## src/tslr_defs.svh

```systemverilog
// constants for the trigger sequencer limit register block
`ifndef TSLR_DEFS_SVH
`define TSLR_DEFS_SVH

// ============================================================
// register map
`define TSLR_ADDR_W          8
`define TSLR_OFF_BCAST       8'h00
`define TSLR_OFF_SDLIM       8'h04
`define TSLR_OFF_C0LIM       8'h08
`define TSLR_OFF_ADJ         8'h0C
`define TSLR_OFF_L0          8'h10
`define TSLR_OFF_CTRL        8'h14
`define TSLR_OFF_STATUS      8'h18

// ============================================================
// field positions
`define TSLR_BCAST_CLK_BIT   4
`define TSLR_BCAST_TRIG_HI   3
`define TSLR_BCAST_TRIG_LO   0
`define TSLR_CTRL_EN_BIT     0
`define TSLR_CTRL_START_BIT  1
`define TSLR_STAT_BUSY_BIT   0
`define TSLR_STAT_RUN_BIT    1

// ============================================================
// reset values
`define TSLR_RST_REG16       16'h0000

// ============================================================
// commands and options
`define TSLR_OP_CTRL         4'h0
`define TSLR_OP_ADD          4'h1
`define TSLR_OPT_BCAST       4'hF
`define TSLR_OPT_LITERAL     4'hE
`define TSLR_ADD_TIMER0      4'h0
`define TSLR_ADD_TIMER1      4'h1
`define TSLR_ADD_SDLIM       4'h2
`define TSLR_ADD_C0LIM       4'h3
`define TSLR_ADD_C1LIM       4'h4
`define TSLR_ADD_L0          4'h5

// ============================================================
// bus responses
`define TSLR_RESP_OKAY       2'h0
`define TSLR_RESP_SLVERR     2'h2

`endif

```

## src/tslr_pkg.sv

```systemverilog
// state types of the trigger sequencer limit register block
package tslr_pkg;

	typedef struct packed {
		logic        aw_held;
		logic [7:0]  awaddr;
		logic        w_held;
		logic [31:0] wdata;
		logic [3:0]  wstrb;
		logic        awready;
		logic        wready;
		logic        arready;
		logic        bvalid;
		logic [1:0]  bresp;
		logic        rvalid;
		logic [31:0] rdata;
		logic [1:0]  rresp;
	} tslr_axi_state_type;

	typedef struct packed {
		logic [15:0] cnt;
		logic        busy;
		logic        done;
		logic [16:0] elapsed;
		logic [15:0] lim;
	} tslr_timer_state_type;

	typedef struct packed {
		logic [15:0] bcast;
		logic [15:0] sdlim;
		logic [15:0] c0lim;
		logic [15:0] adj;
		logic [15:0] l0;
		logic        en;
		logic        start;
		logic        ready;
		logic        clk_pulse;
		logic [3:0]  trig;
		logic        chsel_wr;
		logic [15:0] chsel_data;
		logic        ext_add;
		logic [3:0]  ext_target;
	} tslr_top_state_type;

endpackage

```

## src/tslr_regbus_if.sv

```systemverilog
// register access carrier between bus slave and register file
`timescale 1ns/1ns
interface tslr_regbus_if;
	logic        wr_en;
	logic [7:0]  wr_addr;
	logic [31:0] wr_data;
	logic [3:0]  wr_strb;
	logic        wr_err;
	logic [7:0]  rd_addr;
	logic [31:0] rd_data;
	logic        rd_err;

	modport slave (output wr_en, wr_addr, wr_data, wr_strb, rd_addr,
		input wr_err, rd_data, rd_err);
	modport regs (input wr_en, wr_addr, wr_data, wr_strb, rd_addr,
		output wr_err, rd_data, rd_err);
endinterface

```

## src/tslr_top.sv

```systemverilog
// trigger sequencer broadcast enable and limit registers with step execution
`timescale 1ns/1ns
`include "tslr_defs.svh"
module tslr_top (
	input  wire logic        aclk,                   // system clock, 125 MHz
	input  wire logic        aresetn,                // synchronous reset, active low
	input  wire logic [7:0]  s_axi_awaddr,           // write address
	input  wire logic        s_axi_awvalid,          // write address valid
	output logic             s_axi_awready,          // write address ready
	input  wire logic [31:0] s_axi_wdata,            // write data
	input  wire logic [3:0]  s_axi_wstrb,            // write byte enables
	input  wire logic        s_axi_wvalid,           // write data valid
	output logic             s_axi_wready,           // write data ready
	output logic [1:0]       s_axi_bresp,            // write response
	output logic             s_axi_bvalid,           // write response valid
	input  wire logic        s_axi_bready,           // write response ready
	input  wire logic [7:0]  s_axi_araddr,           // read address
	input  wire logic        s_axi_arvalid,          // read address valid
	output logic             s_axi_arready,          // read address ready
	output logic [31:0]      s_axi_rdata,            // read data
	output logic [1:0]       s_axi_rresp,            // read response
	output logic             s_axi_rvalid,           // read response valid
	input  wire logic        s_axi_rready,           // read response ready
	input  wire logic        cmd_valid,              // step command offered
	input  wire logic [3:0]  cmd_opcode,             // step command code
	input  wire logic [3:0]  cmd_option,             // step command option
	output logic             cmd_ready,              // step command taken
	output logic             step_done,              // step completion pulse
	output logic             compare_one_clock_pulse, // clock pulse to compare unit one
	output logic [3:0]       compare_trigger_pulse,  // trigger pulses, units four..one
	output logic             converter_channel_select_wr,   // channel select write
	output logic [15:0]      converter_channel_select_data, // channel select value
	output logic             ext_adjust_valid,       // add to a limit held outside
	output logic [3:0]       ext_adjust_target,      // which outside limit
	output logic [15:0]      adjust_value,           // adjust register value
	output logic [15:0]      step_delay_limit,       // step delay limit value
	output logic [15:0]      counter0_limit,         // counter 0 limit value
	output logic [15:0]      literal_zero            // literal zero value
);
	tslr_pkg::tslr_top_state_type q, d;
	tslr_regbus_if bus ();

	logic t_busy;
	logic t_fin;
	logic t_done;
	logic running;
	logic accept;
	logic is_bcast;
	logic is_lit;
	logic is_add;

	// ============================================================
	// bus slave and step timer
	tslr_axi_slave u_axi (
		.aclk          (aclk),
		.aresetn       (aresetn),
		.s_axi_awaddr  (s_axi_awaddr),
		.s_axi_awvalid (s_axi_awvalid),
		.s_axi_awready (s_axi_awready),
		.s_axi_wdata   (s_axi_wdata),
		.s_axi_wstrb   (s_axi_wstrb),
		.s_axi_wvalid  (s_axi_wvalid),
		.s_axi_wready  (s_axi_wready),
		.s_axi_bresp   (s_axi_bresp),
		.s_axi_bvalid  (s_axi_bvalid),
		.s_axi_bready  (s_axi_bready),
		.s_axi_araddr  (s_axi_araddr),
		.s_axi_arvalid (s_axi_arvalid),
		.s_axi_arready (s_axi_arready),
		.s_axi_rdata   (s_axi_rdata),
		.s_axi_rresp   (s_axi_rresp),
		.s_axi_rvalid  (s_axi_rvalid),
		.s_axi_rready  (s_axi_rready),
		.bus           (bus)
	);

	tslr_step_timer u_timer (
		.aclk      (aclk),
		.aresetn   (aresetn),
		.start     (accept),
		.limit     (q.sdlim),
		.busy      (t_busy),
		.finishing (t_fin),
		.done      (t_done)
	);

	assign running  = q.en & q.start;
	assign accept   = cmd_valid & q.ready;
	assign is_bcast = (cmd_opcode == `TSLR_OP_CTRL) & (cmd_option == `TSLR_OPT_BCAST);
	assign is_lit   = (cmd_opcode == `TSLR_OP_CTRL) & (cmd_option == `TSLR_OPT_LITERAL);
	assign is_add   = (cmd_opcode == `TSLR_OP_ADD);

	// byte-lane merge of a 16-bit register
	function automatic logic [15:0] merge16(input logic [15:0] old, input logic [31:0] data,
			input logic [3:0] strb);
		logic [15:0] r;
		r = old;
		if (strb[0]) begin
			r[7:0] = data[7:0];
		end
		if (strb[1]) begin
			r[15:8] = data[15:8];
		end
		return r;
	endfunction

	// ============================================================
	// address decode and read mux
	always_comb begin
		unique case (bus.wr_addr)
			`TSLR_OFF_BCAST, `TSLR_OFF_SDLIM, `TSLR_OFF_C0LIM, `TSLR_OFF_ADJ,
			`TSLR_OFF_L0, `TSLR_OFF_CTRL, `TSLR_OFF_STATUS: bus.wr_err = 1'b0;
			default: bus.wr_err = 1'b1;
		endcase
	end

	always_comb begin
		bus.rd_data = 32'h00000000;
		bus.rd_err  = 1'b0;
		unique case (bus.rd_addr)
			`TSLR_OFF_BCAST: bus.rd_data[15:0] = q.bcast;
			`TSLR_OFF_SDLIM: bus.rd_data[15:0] = q.sdlim;
			`TSLR_OFF_C0LIM: bus.rd_data[15:0] = q.c0lim;
			`TSLR_OFF_ADJ:   bus.rd_data[15:0] = q.adj;
			`TSLR_OFF_L0:    bus.rd_data[15:0] = q.l0;
			`TSLR_OFF_CTRL: begin
				bus.rd_data[`TSLR_CTRL_EN_BIT]    = q.en;
				bus.rd_data[`TSLR_CTRL_START_BIT] = q.start;
			end
			`TSLR_OFF_STATUS: begin
				bus.rd_data[`TSLR_STAT_BUSY_BIT] = t_busy;
				bus.rd_data[`TSLR_STAT_RUN_BIT]  = running;
			end
			default: bus.rd_err = 1'b1;
		endcase
	end

	// ============================================================
	// register writes and command execution
	always_comb begin
		d = q;
		d.clk_pulse = 1'b0;
		d.trig      = 4'h0;
		d.chsel_wr  = 1'b0;
		d.ext_add   = 1'b0;
		if (bus.wr_en) begin
			if (bus.wr_addr == `TSLR_OFF_CTRL) begin
				if (bus.wr_strb[0]) begin
					d.en    = bus.wr_data[`TSLR_CTRL_EN_BIT];
					d.start = bus.wr_data[`TSLR_CTRL_START_BIT];
				end
			end else if (!running) begin
				unique case (bus.wr_addr)
					`TSLR_OFF_BCAST: d.bcast = merge16(q.bcast, bus.wr_data, bus.wr_strb);
					`TSLR_OFF_SDLIM: d.sdlim = merge16(q.sdlim, bus.wr_data, bus.wr_strb);
					`TSLR_OFF_C0LIM: d.c0lim = merge16(q.c0lim, bus.wr_data, bus.wr_strb);
					`TSLR_OFF_ADJ:   d.adj   = merge16(q.adj, bus.wr_data, bus.wr_strb);
					`TSLR_OFF_L0:    d.l0    = merge16(q.l0, bus.wr_data, bus.wr_strb);
					default: ;
				endcase
			end
		end
		if (accept) begin
			if (is_bcast) begin
				d.clk_pulse = q.bcast[`TSLR_BCAST_CLK_BIT];
				d.trig      = q.bcast[`TSLR_BCAST_TRIG_HI:`TSLR_BCAST_TRIG_LO];
			end else if (is_lit) begin
				d.chsel_wr   = 1'b1;
				d.chsel_data = q.l0;
			end else if (is_add) begin
				unique case (cmd_option)
					`TSLR_ADD_SDLIM: d.sdlim = q.sdlim + q.adj;
					`TSLR_ADD_C0LIM: d.c0lim = q.c0lim + q.adj;
					`TSLR_ADD_L0:    d.l0    = q.l0 + q.adj;
					`TSLR_ADD_TIMER0, `TSLR_ADD_TIMER1, `TSLR_ADD_C1LIM: begin
						d.ext_add    = 1'b1;
						d.ext_target = cmd_option;
					end
					default: ;
				endcase
			end
		end
		// next command only after the current step delay has run out
		d.ready = d.en & d.start & ~accept & (~t_busy | t_fin);
		if (!aresetn) begin
			d = '0;
		end
	end

	always_ff @(posedge aclk) begin
		q <= d;
	end

	// ============================================================
	// outputs
	assign cmd_ready                     = q.ready;
	assign step_done                     = t_done;
	assign compare_one_clock_pulse       = q.clk_pulse;
	assign compare_trigger_pulse         = q.trig;
	assign converter_channel_select_wr   = q.chsel_wr;
	assign converter_channel_select_data = q.chsel_data;
	assign ext_adjust_valid              = q.ext_add;
	assign ext_adjust_target             = q.ext_target;
	assign adjust_value                  = q.adj;
	assign step_delay_limit              = q.sdlim;
	assign counter0_limit                = q.c0lim;
	assign literal_zero                  = q.l0;

	// ============================================================
	// checks
	a_clock_pulse_set: assert property (@(posedge aclk) disable iff (!aresetn)
		accept & is_bcast & q.bcast[`TSLR_BCAST_CLK_BIT] |=> q.clk_pulse)
		else $error("enabled broadcast gave no clock pulse");
	a_clock_pulse_cause: assert property (@(posedge aclk) disable iff (!aresetn)
		q.clk_pulse |-> $past(accept & is_bcast & q.bcast[`TSLR_BCAST_CLK_BIT]))
		else $error("clock pulse without enabled broadcast");
	a_trigger_follow: assert property (@(posedge aclk) disable iff (!aresetn)
		accept & is_bcast |=> q.trig == $past(q.bcast[3:0]))
		else $error("trigger pulses differ from enable bits");
	a_trigger_only_bcast: assert property (@(posedge aclk) disable iff (!aresetn)
		!(accept & is_bcast) |=> q.trig == 4'h0 && !q.clk_pulse)
		else $error("pulse from a non-broadcast command");
	a_locked_write: assert property (@(posedge aclk) disable iff (!aresetn)
		bus.wr_en & running & !accept |=> $stable(q.bcast) && $stable(q.sdlim)
			&& $stable(q.c0lim) && $stable(q.adj) && $stable(q.l0))
		else $error("register changed by a write while running");
	a_counter0_write: assert property (@(posedge aclk) disable iff (!aresetn)
		bus.wr_en & !running & (bus.wr_addr == `TSLR_OFF_C0LIM) & (bus.wr_strb[1:0] == 2'h3)
			|=> q.c0lim == $past(bus.wr_data[15:0]))
		else $error("counter 0 limit write lost");
	a_add_sdlim: assert property (@(posedge aclk) disable iff (!aresetn)
		accept & is_add & (cmd_option == `TSLR_ADD_SDLIM)
			|=> q.sdlim == $past(q.sdlim) + $past(q.adj))
		else $error("add to step delay limit wrong");
	a_literal_chsel: assert property (@(posedge aclk) disable iff (!aresetn)
		accept & is_lit |=> q.chsel_wr && q.chsel_data == $past(q.l0))
		else $error("literal not sent to channel select");
	a_pulse_single: assert property (@(posedge aclk) disable iff (!aresetn)
		q.clk_pulse |=> !q.clk_pulse && q.trig == 4'h0)
		else $error("broadcast pulse longer than one clock");
	a_ready_wait: assert property (@(posedge aclk) disable iff (!aresetn)
		accept |=> !q.ready)
		else $error("command taken during step delay");

	c_broadcast: cover property (@(posedge aclk) disable iff (!aresetn)
		accept & is_bcast & (q.bcast[4:0] == 5'h1F));
	c_add_step: cover property (@(posedge aclk) disable iff (!aresetn)
		accept & is_add);
	c_locked_write: cover property (@(posedge aclk) disable iff (!aresetn)
		bus.wr_en & running);
	c_step_done: cover property (@(posedge aclk) disable iff (!aresetn)
		t_done & (q.sdlim != 16'h0000));
endmodule // tslr_top

```

## src/tslr_axi_slave.sv

```systemverilog
// axi4-lite slave front end of the register file
`timescale 1ns/1ns
`include "tslr_defs.svh"
module tslr_axi_slave (
	input  wire logic        aclk,           // system clock
	input  wire logic        aresetn,        // synchronous reset, active low
	input  wire logic [7:0]  s_axi_awaddr,   // write address
	input  wire logic        s_axi_awvalid,  // write address valid
	output logic             s_axi_awready,  // write address ready
	input  wire logic [31:0] s_axi_wdata,    // write data
	input  wire logic [3:0]  s_axi_wstrb,    // write byte enables
	input  wire logic        s_axi_wvalid,   // write data valid
	output logic             s_axi_wready,   // write data ready
	output logic [1:0]       s_axi_bresp,    // write response
	output logic             s_axi_bvalid,   // write response valid
	input  wire logic        s_axi_bready,   // write response ready
	input  wire logic [7:0]  s_axi_araddr,   // read address
	input  wire logic        s_axi_arvalid,  // read address valid
	output logic             s_axi_arready,  // read address ready
	output logic [31:0]      s_axi_rdata,    // read data
	output logic [1:0]       s_axi_rresp,    // read response
	output logic             s_axi_rvalid,   // read response valid
	input  wire logic        s_axi_rready,   // read response ready
	tslr_regbus_if.slave     bus             // register access
);
	tslr_pkg::tslr_axi_state_type q, d;

	assign bus.wr_en   = q.aw_held & q.w_held & ~q.bvalid;
	assign bus.wr_addr = q.awaddr;
	assign bus.wr_data = q.wdata;
	assign bus.wr_strb = q.wstrb;
	assign bus.rd_addr = s_axi_araddr;

	// ============================================================
	// channel handling
	always_comb begin
		d = q;
		if (s_axi_awvalid & q.awready) begin
			d.aw_held = 1'b1;
			d.awaddr  = s_axi_awaddr;
		end
		if (s_axi_wvalid & q.wready) begin
			d.w_held = 1'b1;
			d.wdata  = s_axi_wdata;
			d.wstrb  = s_axi_wstrb;
		end
		// write is done once both halves are held
		if (bus.wr_en) begin
			d.aw_held = 1'b0;
			d.w_held  = 1'b0;
			d.bvalid  = 1'b1;
			d.bresp   = bus.wr_err ? `TSLR_RESP_SLVERR : `TSLR_RESP_OKAY;
		end else if (q.bvalid & s_axi_bready) begin
			d.bvalid = 1'b0;
		end
		if (s_axi_arvalid & q.arready) begin
			d.rvalid = 1'b1;
			d.rdata  = bus.rd_data;
			d.rresp  = bus.rd_err ? `TSLR_RESP_SLVERR : `TSLR_RESP_OKAY;
		end else if (q.rvalid & s_axi_rready) begin
			d.rvalid = 1'b0;
		end
		d.awready = ~d.aw_held & ~d.bvalid;
		d.wready  = ~d.w_held & ~d.bvalid;
		d.arready = ~d.rvalid;
		if (!aresetn) begin
			d = '0;
		end
	end

	always_ff @(posedge aclk) begin
		q <= d;
	end

	assign s_axi_awready = q.awready;
	assign s_axi_wready  = q.wready;
	assign s_axi_bvalid  = q.bvalid;
	assign s_axi_bresp   = q.bresp;
	assign s_axi_arready = q.arready;
	assign s_axi_rvalid  = q.rvalid;
	assign s_axi_rdata   = q.rdata;
	assign s_axi_rresp   = q.rresp;
endmodule // tslr_axi_slave

```

## src/tslr_step_timer.sv

```systemverilog
// step delay timer: completes limit plus one clocks after start
`timescale 1ns/1ns
module tslr_step_timer (
	input  wire logic        aclk,       // system clock
	input  wire logic        aresetn,    // synchronous reset, active low
	input  wire logic        start,      // one-cycle start of a step
	input  wire logic [15:0] limit,      // extra clocks of delay
	output logic             busy,       // step in progress
	output logic             finishing,  // last cycle of the step
	output logic             done        // one-cycle completion pulse
);
	tslr_pkg::tslr_timer_state_type q, d;

	assign finishing = q.busy & (q.cnt == 16'h0000);

	// ============================================================
	// countdown
	always_comb begin
		d = q;
		d.done = 1'b0;
		if (q.busy) begin
			d.elapsed = q.elapsed + 17'h00001;
		end
		if (start) begin
			d.cnt     = limit;
			d.lim     = limit;
			d.busy    = 1'b1;
			d.elapsed = 17'h00000;
		end else if (finishing) begin
			d.busy = 1'b0;
			d.done = 1'b1;
		end else if (q.busy) begin
			d.cnt = q.cnt - 16'h0001;
		end
		if (!aresetn) begin
			d = '0;
		end
	end

	always_ff @(posedge aclk) begin
		q <= d;
	end

	assign busy = q.busy;
	assign done = q.done;

	// ============================================================
	// checks
	a_step_delay_len: assert property (@(posedge aclk) disable iff (!aresetn)
		q.done |-> q.elapsed == {1'b0, q.lim} + 17'h00001)
		else $error("step delay is not limit plus one");
	a_zero_delay: assert property (@(posedge aclk) disable iff (!aresetn)
		start & (limit == 16'h0000) |=> ##1 q.done)
		else $error("zero step delay did not finish after one clock");
endmodule // tslr_step_timer

```

## config.mk

```make
export PLATFORM = sky130hd
export DESIGN_NAME = tslr_top
export DESIGN_NICKNAME = d
export VERILOG_FILES = /design/src/tslr_pkg.sv /design/src/tslr_regbus_if.sv /design/src/tslr_top.sv /design/src/tslr_axi_slave.sv /design/src/tslr_step_timer.sv
export VERILOG_INCLUDE_DIRS = /design/src
export SDC_FILE = /design/constraint.sdc
export NUM_CORES = 1
export LEC_CHECK = 0
export BUFFER_PORTS_ARGS = -buffer_cell sky130_fd_sc_hd__buf_4
export CORE_MARGIN = 3
export CORE_UTILIZATION = 56
export CTS_CLUSTER_SIZE = 16
export DETAILED_ROUTE_END_ITERATION = 8
export PLACE_DENSITY = 0.83
export SYNTH_ARGS = -nofsm -noshare
export SYNTH_HDL_FRONTEND = slang
export SYNTH_SLANG_ARGS = --single-unit
```

## constraint.sdc

```tcl
create_clock -name aclk -period 2.9 [get_ports aclk]
set_input_delay 0.145 -clock aclk [delete_from_list [all_inputs] [get_ports aclk]]
set_output_delay 0.145 -clock aclk [all_outputs]
set_load 0.005 [all_outputs]
```

# Word level (Yosys, flattened, before mapping)
# Cells that the tools add are included.
[word_totals]
register_bits = 199
[op_classes]
mux = 46
bitwise = 31
reduce_logical = 21
n_eq_ne = 21
n_addsub = 4
[op_table]
columns = ["operator", "count"]
rows = [
  ["two-way mux 16 bit", 13],
  ["two-way mux 32 bit", 4],
  ["two-way mux 64 bit", 2],
  ["case mux 14 bit (5 select lines)", 1],
  ["two-way mux 66 bit", 1],
  ["two-way mux 8 bit", 8],
  ["adder 16 bit", 3],
  ["equality test 8 x 5 -> 1 bit, second input constant", 6],
  ["two-way mux 37 bit", 1],
  ["two-way mux 17 bit", 2],
  ["equality test 8 x 4 -> 1 bit, second input constant", 4],
  ["AND reduction 5 bit", 5],
  ["bitwise AND 1 bit", 17],
  ["equality test 8 x 3 -> 1 bit, second input constant", 2],
  ["zero test 16 bit", 1],
  ["zero test 8 bit", 2],
  ["subtractor 16 x 1 -> 16 bit, second input constant", 1],
  ["case mux 2 bit (7 select lines)", 1],
  ["OR reduction 7 bit", 2],
  ["inverter 1 bit", 13],
  ["two-way mux 2 bit", 5],
  ["two-way mux 9 bit", 1],
  ["equality test 4 x 1 -> 1 bit, second input constant", 2],
  ["equality test 4 x 2 -> 1 bit, second input constant", 2],
  ["other kinds (13)", 24],
]

# Depth between registers and ports, before layout
[logic_depth]
depth_word = 10
mapped_depth = 8
mapped_depth_nobuf = 8

# Modules after synthesis
# Synthesis repeated with hierarchy kept, for this count alone.
[unflattened]
cells_unflattened = 1529
hier_area_um2 = 12879.9
[by_module_without_submodules]
columns = ["mod", "instances", "seq_area_each_um2", "cells_per_inst", "area_per_inst_um2"]
rows = [
  ["tslr_top", 1, 2202.1, 955, 7907.6],
  ["tslr_axi_slave", 1, 1701.6, 453, 3917.5],
  ["tslr_step_timer", 1, 360.3, 121, 1054.8],
]

# Least setup slack after synthesis
# No wires, ideal clock.
[synth_path]
path_type = "reg-to-reg"
startpoint = "reg q, in the netlist adjust_value[0]"
endpoint = "reg q, in the netlist step_delay_limit[14]"
setup_ns = 0.133
stages_incl_launch_ff = 9
t_arrival_ns = 2.218
period_less_slack_ns = 2.351
path_buffers = 0
path_slack_ns = 0.549
cell_sequence = "dfxtp_1 -> ha_1 -> fa_1 -> a211oi_1 -> o21bai_1 -> o22ai_1 -> o21ai_0 -> a2111oi_0 -> nor3_1"
[synth_via]
elab_chain_len = 6
[synth_rtl]
columns = ["element", "line_no", "source"]
rows = [
  ["start, declared", "tslr_top.sv:40", "tslr_pkg::tslr_top_state_type q, d;"],
  ["start signal, assigned", "tslr_top.sv:191", "q <= d;"],
  ["adder 16 bit", "tslr_top.sv:172", "`TSLR_ADD_SDLIM: d.sdlim = q.sdlim + q.adj;"],
  ["two-way mux 16 bit", "tslr_top.sv:171", "unique case (cmd_option)"],
  ["two-way mux 32 bit", "tslr_top.sv:170", "end else if (is_add) begin"],
  ["two-way mux 32 bit", "tslr_top.sv:167", "end else if (is_lit) begin"],
  ["two-way mux 32 bit", "tslr_top.sv:164", "if (is_bcast) begin"],
  ["two-way mux 32 bit", "tslr_top.sv:163", "if (accept) begin"],
]
# Every way passes these cells.
# A chain may end at the register's enable or synchronous reset.

# Final worst setup path
[layout_path]
startpoint = "reg q, in the netlist adjust_value[1]"
endpoint = "reg q, in the netlist step_delay_limit[10]"
# Same word-level chain as after synthesis.

==> flow_summary_export.csv <==
group,metric,value,unit
run_status,status,"finished, final reports clean",
worst_setup_path,required,3.20,ns
placement,portBuffers,165,
placement,post-dp-hpwl,21600,um
cts,cts.htree.levels,4,
global_route,grt_max_degree,84,
worst_setup_path,cp_max_fo,9,
timing,worst_pin_slew,0.721,ns
final_layout,nets,1410,
timing,slew-limit-headroom,51.9,%
pwr,power_density,449,nW/um^2
worst_setup_path,cp.arrival,3.01,ns
worst_setup_path,r2r-start,"adjust_value[1]",
cts,cts-root-buf,"clkbuf_16",
timing,finalHoldViolCount,0,
worst_setup_path,rr_worst_depth,7,
timing,min_period_over_period,93.2,%
synth,yosys_warnings,0,
final_layout,fin_area,12200,um^2
die,die_h,144,um
timing,skew,0.0155,ns
global_route,overflow,0,
worst_hold_path,min-delay-path-class,"in2reg",
worst_setup_path,slowest_delay,0.55,ns
drt,drc,0,
timing,rsz0062_at_grt,"false",
global_route,antenna_found_initial,0,
synth,synth-edff-count,0,
pwr,leakagePower,5.01,nW
worst_setup_path,crit_chain,"fa_1 -> a211oi_1 -> o21bai_1 -> o22ai_1 -> o21ai_0 -> and3_1 -> a2111oi_0",
drt,drtIter0Drc,786,
global_route,grtUsageTotal,28.6,%
die,io_pins,202,
die,fp.dieW,144,um
timing,fin_tns_setup,0,ns
die,dieArea,20600,um^2
drt,post_drt_wl_per_cell,19.2,um
synth,synth_cells,1220,
timing,fmax,370,MHz
synth,ys.flop_type,"dfxtp_1",
final_layout,drive_gt1_share,19.6,%
placement,gp_congestion,0.952,
cts,numCtsBuffers,17,
drt,antenna_left,0,
cts,cts.sinks,179,
synth,synth_seq_cells,179,
cts,cts_tree,"done",
timing,maxSlewViolCount,0,
synth,async_flop_share,0,%
cts,clk_path_buf_depth,2,
placement,post_dp_cell_area,11200,um^2
worst_setup_path,crit_start,"adjust_value[1]",
cts,path_clk_slew,0.07,ns
global_route,grt_pass1_wl,46300,um
worst_setup_path,critical-path-slowest-cell,"fa_1",
worst_setup_path,critPathCapture,"step_delay_limit[10]",
cts,clk_latency,0.44,ns
die,num_rows,49,
die,start_util,58.1,%
synth,synth-seq-area-share,33.8,%
final_layout,n_antenna_cell,0,
job,maxCapViolCount,0,
synth,synth_cell_types,70,
worst_setup_path,r2r_setup_slack,0.20,ns
worst_setup_path,startpoint_type,"register",
cts,cts_setup_buffers,0,
drt,vias,9318,
timing,period_minus_slack,2.70,ns
global_route,grt_pass1_vias,8702,
drt,wl,29500,um
final_layout,fill_cells,1445,
synth,netlist_area,10600,um^2
worst_setup_path,regToRegEndpoint,"step_delay_limit[10]",
final_layout,area_growth_syn_to_layout,14.6,%
drt,detail_route.vias_per_cell,6.07,
pwr,peakVddDrop,0.375,mV
die,core,18300,um^2
drt,first_pass_iters,5,
timing,finalSetupViolations,0,
synth,synth_area_per_cell,8.69,um^2
worst_setup_path,critPathKind,"reg2reg",
worst_setup_path,worstSetupEndpointType,"register",
## registers in the layout (all words and copies together), names as in the netlist, 2 cells and up
signal                         cells
step_delay_limit                  16
u_axi.s_axi_rdata                 16
u_axi.bus.wr_data                 16
u_axi.bus.wr_strb                  2
counter0_limit                    16
literal_zero                      16
converter_channel_select_data     16
q                                 18
u_timer.q                         16
ext_adjust_target                  4
compare_trigger_pulse              4
u_axi.q                            2
adjust_value                      16
u_axi.bus.wr_addr                  8
## metal layers
layer | routed length, um | share of wire [%] | GRT usage, % | vias to the layer above
met5 | 0 | 0 | 0 | -
met4 | 980 | 3.3 | 11.5 | 0
met3 | 2550 | 8.6 | 5.62 | 52
met2 | 13300 | 45 | 44.7 | 456
met1 | 12600 | 43 | 39.0 | 4407
li1 | - | - | - | 4403
## power by group
group	total (mW)	internal (mW)	leakage [nW]	switching (mW)
clock network	2.59	1.54	0.309	1.04
logic	0.327	0.152	3.25	0.175
registers	2.55	2.50	1.45	0.0520
## through the flow
stage	std cells	util, %	setup slack [ns]	total power [mW]	hold WS [ns]
floorplan	1237	-	0.549	2.78	0.281
global placement	1475	61.4	0.331	2.89	0.396
detailed placement	1475	61.4	0.259	2.89	0.401
CTS	1535	66.5	0.230	5.46	0.00340
global route	1535	66.5	0.0172	5.60	0.0214
finish	1535	66.5	0.197	5.46	0.00760
## critical path: cells and delay by family (launching register included)
kind,cells,cell delay (ns)
simple gates,1,0.22
compound gates,5,1.29
flops,1,0.49
fa+ha+maj,1,0.55
## cell type report
type                            count  area, um^2  area share (%)
Clock buffer                       18         429            3.53
Clock inverter                     14         228            1.87
Multi-Input combinational cell    866        5870            48.3
Inverter                           13        50.0           0.412
Tap cell                          229         287            2.36
Timing Repair Buffer              216        1700            14.0
Sequential cell                   179        3580            29.5
## timing repair
item / CTS / global route
gates resized for setup: 0 / 0
hold buffers: 28 / 0
endpoints found under the hold margin: 29 / 0
## how the worst min path moves through the flow
stage,startpoint,end,slack [ns],depth (start not counted)
floorplan,s_axi_wstrb[0],u_axi.bus.wr_strb[0],0.28,2
global placement,s_axi_wdata[9],u_axi.bus.wr_data[9],0.40,3
detailed placement,s_axi_wdata[15],u_axi.bus.wr_data[15],0.40,3
CTS,s_axi_araddr[1],u_axi.s_axi_rresp[1],0.003,3
global route,s_axi_bready,u_axi.s_axi_bvalid,0.02,3
finish,s_axi_bready,u_axi.s_axi_bvalid,0.008,3
## cell families after synthesis
group | synth area share (%)
multiplexers | 12.8
other | 0.0354
XOR/XNOR | 3.63
flip-flops | 33.8
AND/OR/NAND/NOR | 17.1
buffers and inverters | 11.5
adder cells (fa/ha/maj) | 5.99
AO/OA/AOI/OAI | 15.2
## cell usage in the layout, fill, tap and decap left out, types with 10 or more instances in the layout
| master | netlist | final |
|---|---|---|
| nand2_1 | 97 | 97 |
| a221oi_1 | 16 | 16 |
| nand2b_1 | 10 | 10 |
| buf_4 | 126 | 187 |
| a21oi_1 | 104 | 104 |
| o22ai_1 | 20 | 20 |
| clkbuf_16 | 0 | 17 |
| nor4_1 | 12 | 12 |
| conb_1 | 1 | 18 |
| dfxtp_1 | 179 | 179 |
| nor2_1 | 113 | 113 |
| nand3_1 | 32 | 32 |
| dlygate4sd3_1 | 0 | 28 |
| xor2_1 | 20 | 20 |
| o21ai_0 | 63 | 63 |
| xnor2_1 | 24 | 24 |
| mux2i_1 | 100 | 100 |
| mux4_2 | 15 | 15 |
| ha_1 | 46 | 46 |
| inv_1 | 13 | 12 |
| nor3_1 | 35 | 35 |
| a211oi_1 | 13 | 13 |
## synth_stat cells, drive strengths merged (20+ instances only)
| cell | n | area [um^2] |
|---|---|---|
| a21oi | 104 | 521 |
| buf | 140 | 1020 |
| clkbuf | 39 | 146 |
| dfxtp | 179 | 3580 |
| ha | 46 | 576 |
| mux2i | 100 | 1000 |
| nand2 | 97 | 364 |
| nand3 | 32 | 160 |
| nor2 | 116 | 443 |
| nor3 | 38 | 211 |
| o21ai | 63 | 315 |
| o22ai | 20 | 125 |
| xnor2 | 24 | 210 |
| xor2 | 20 | 175 |
Power figures use the tool's default switching activity.
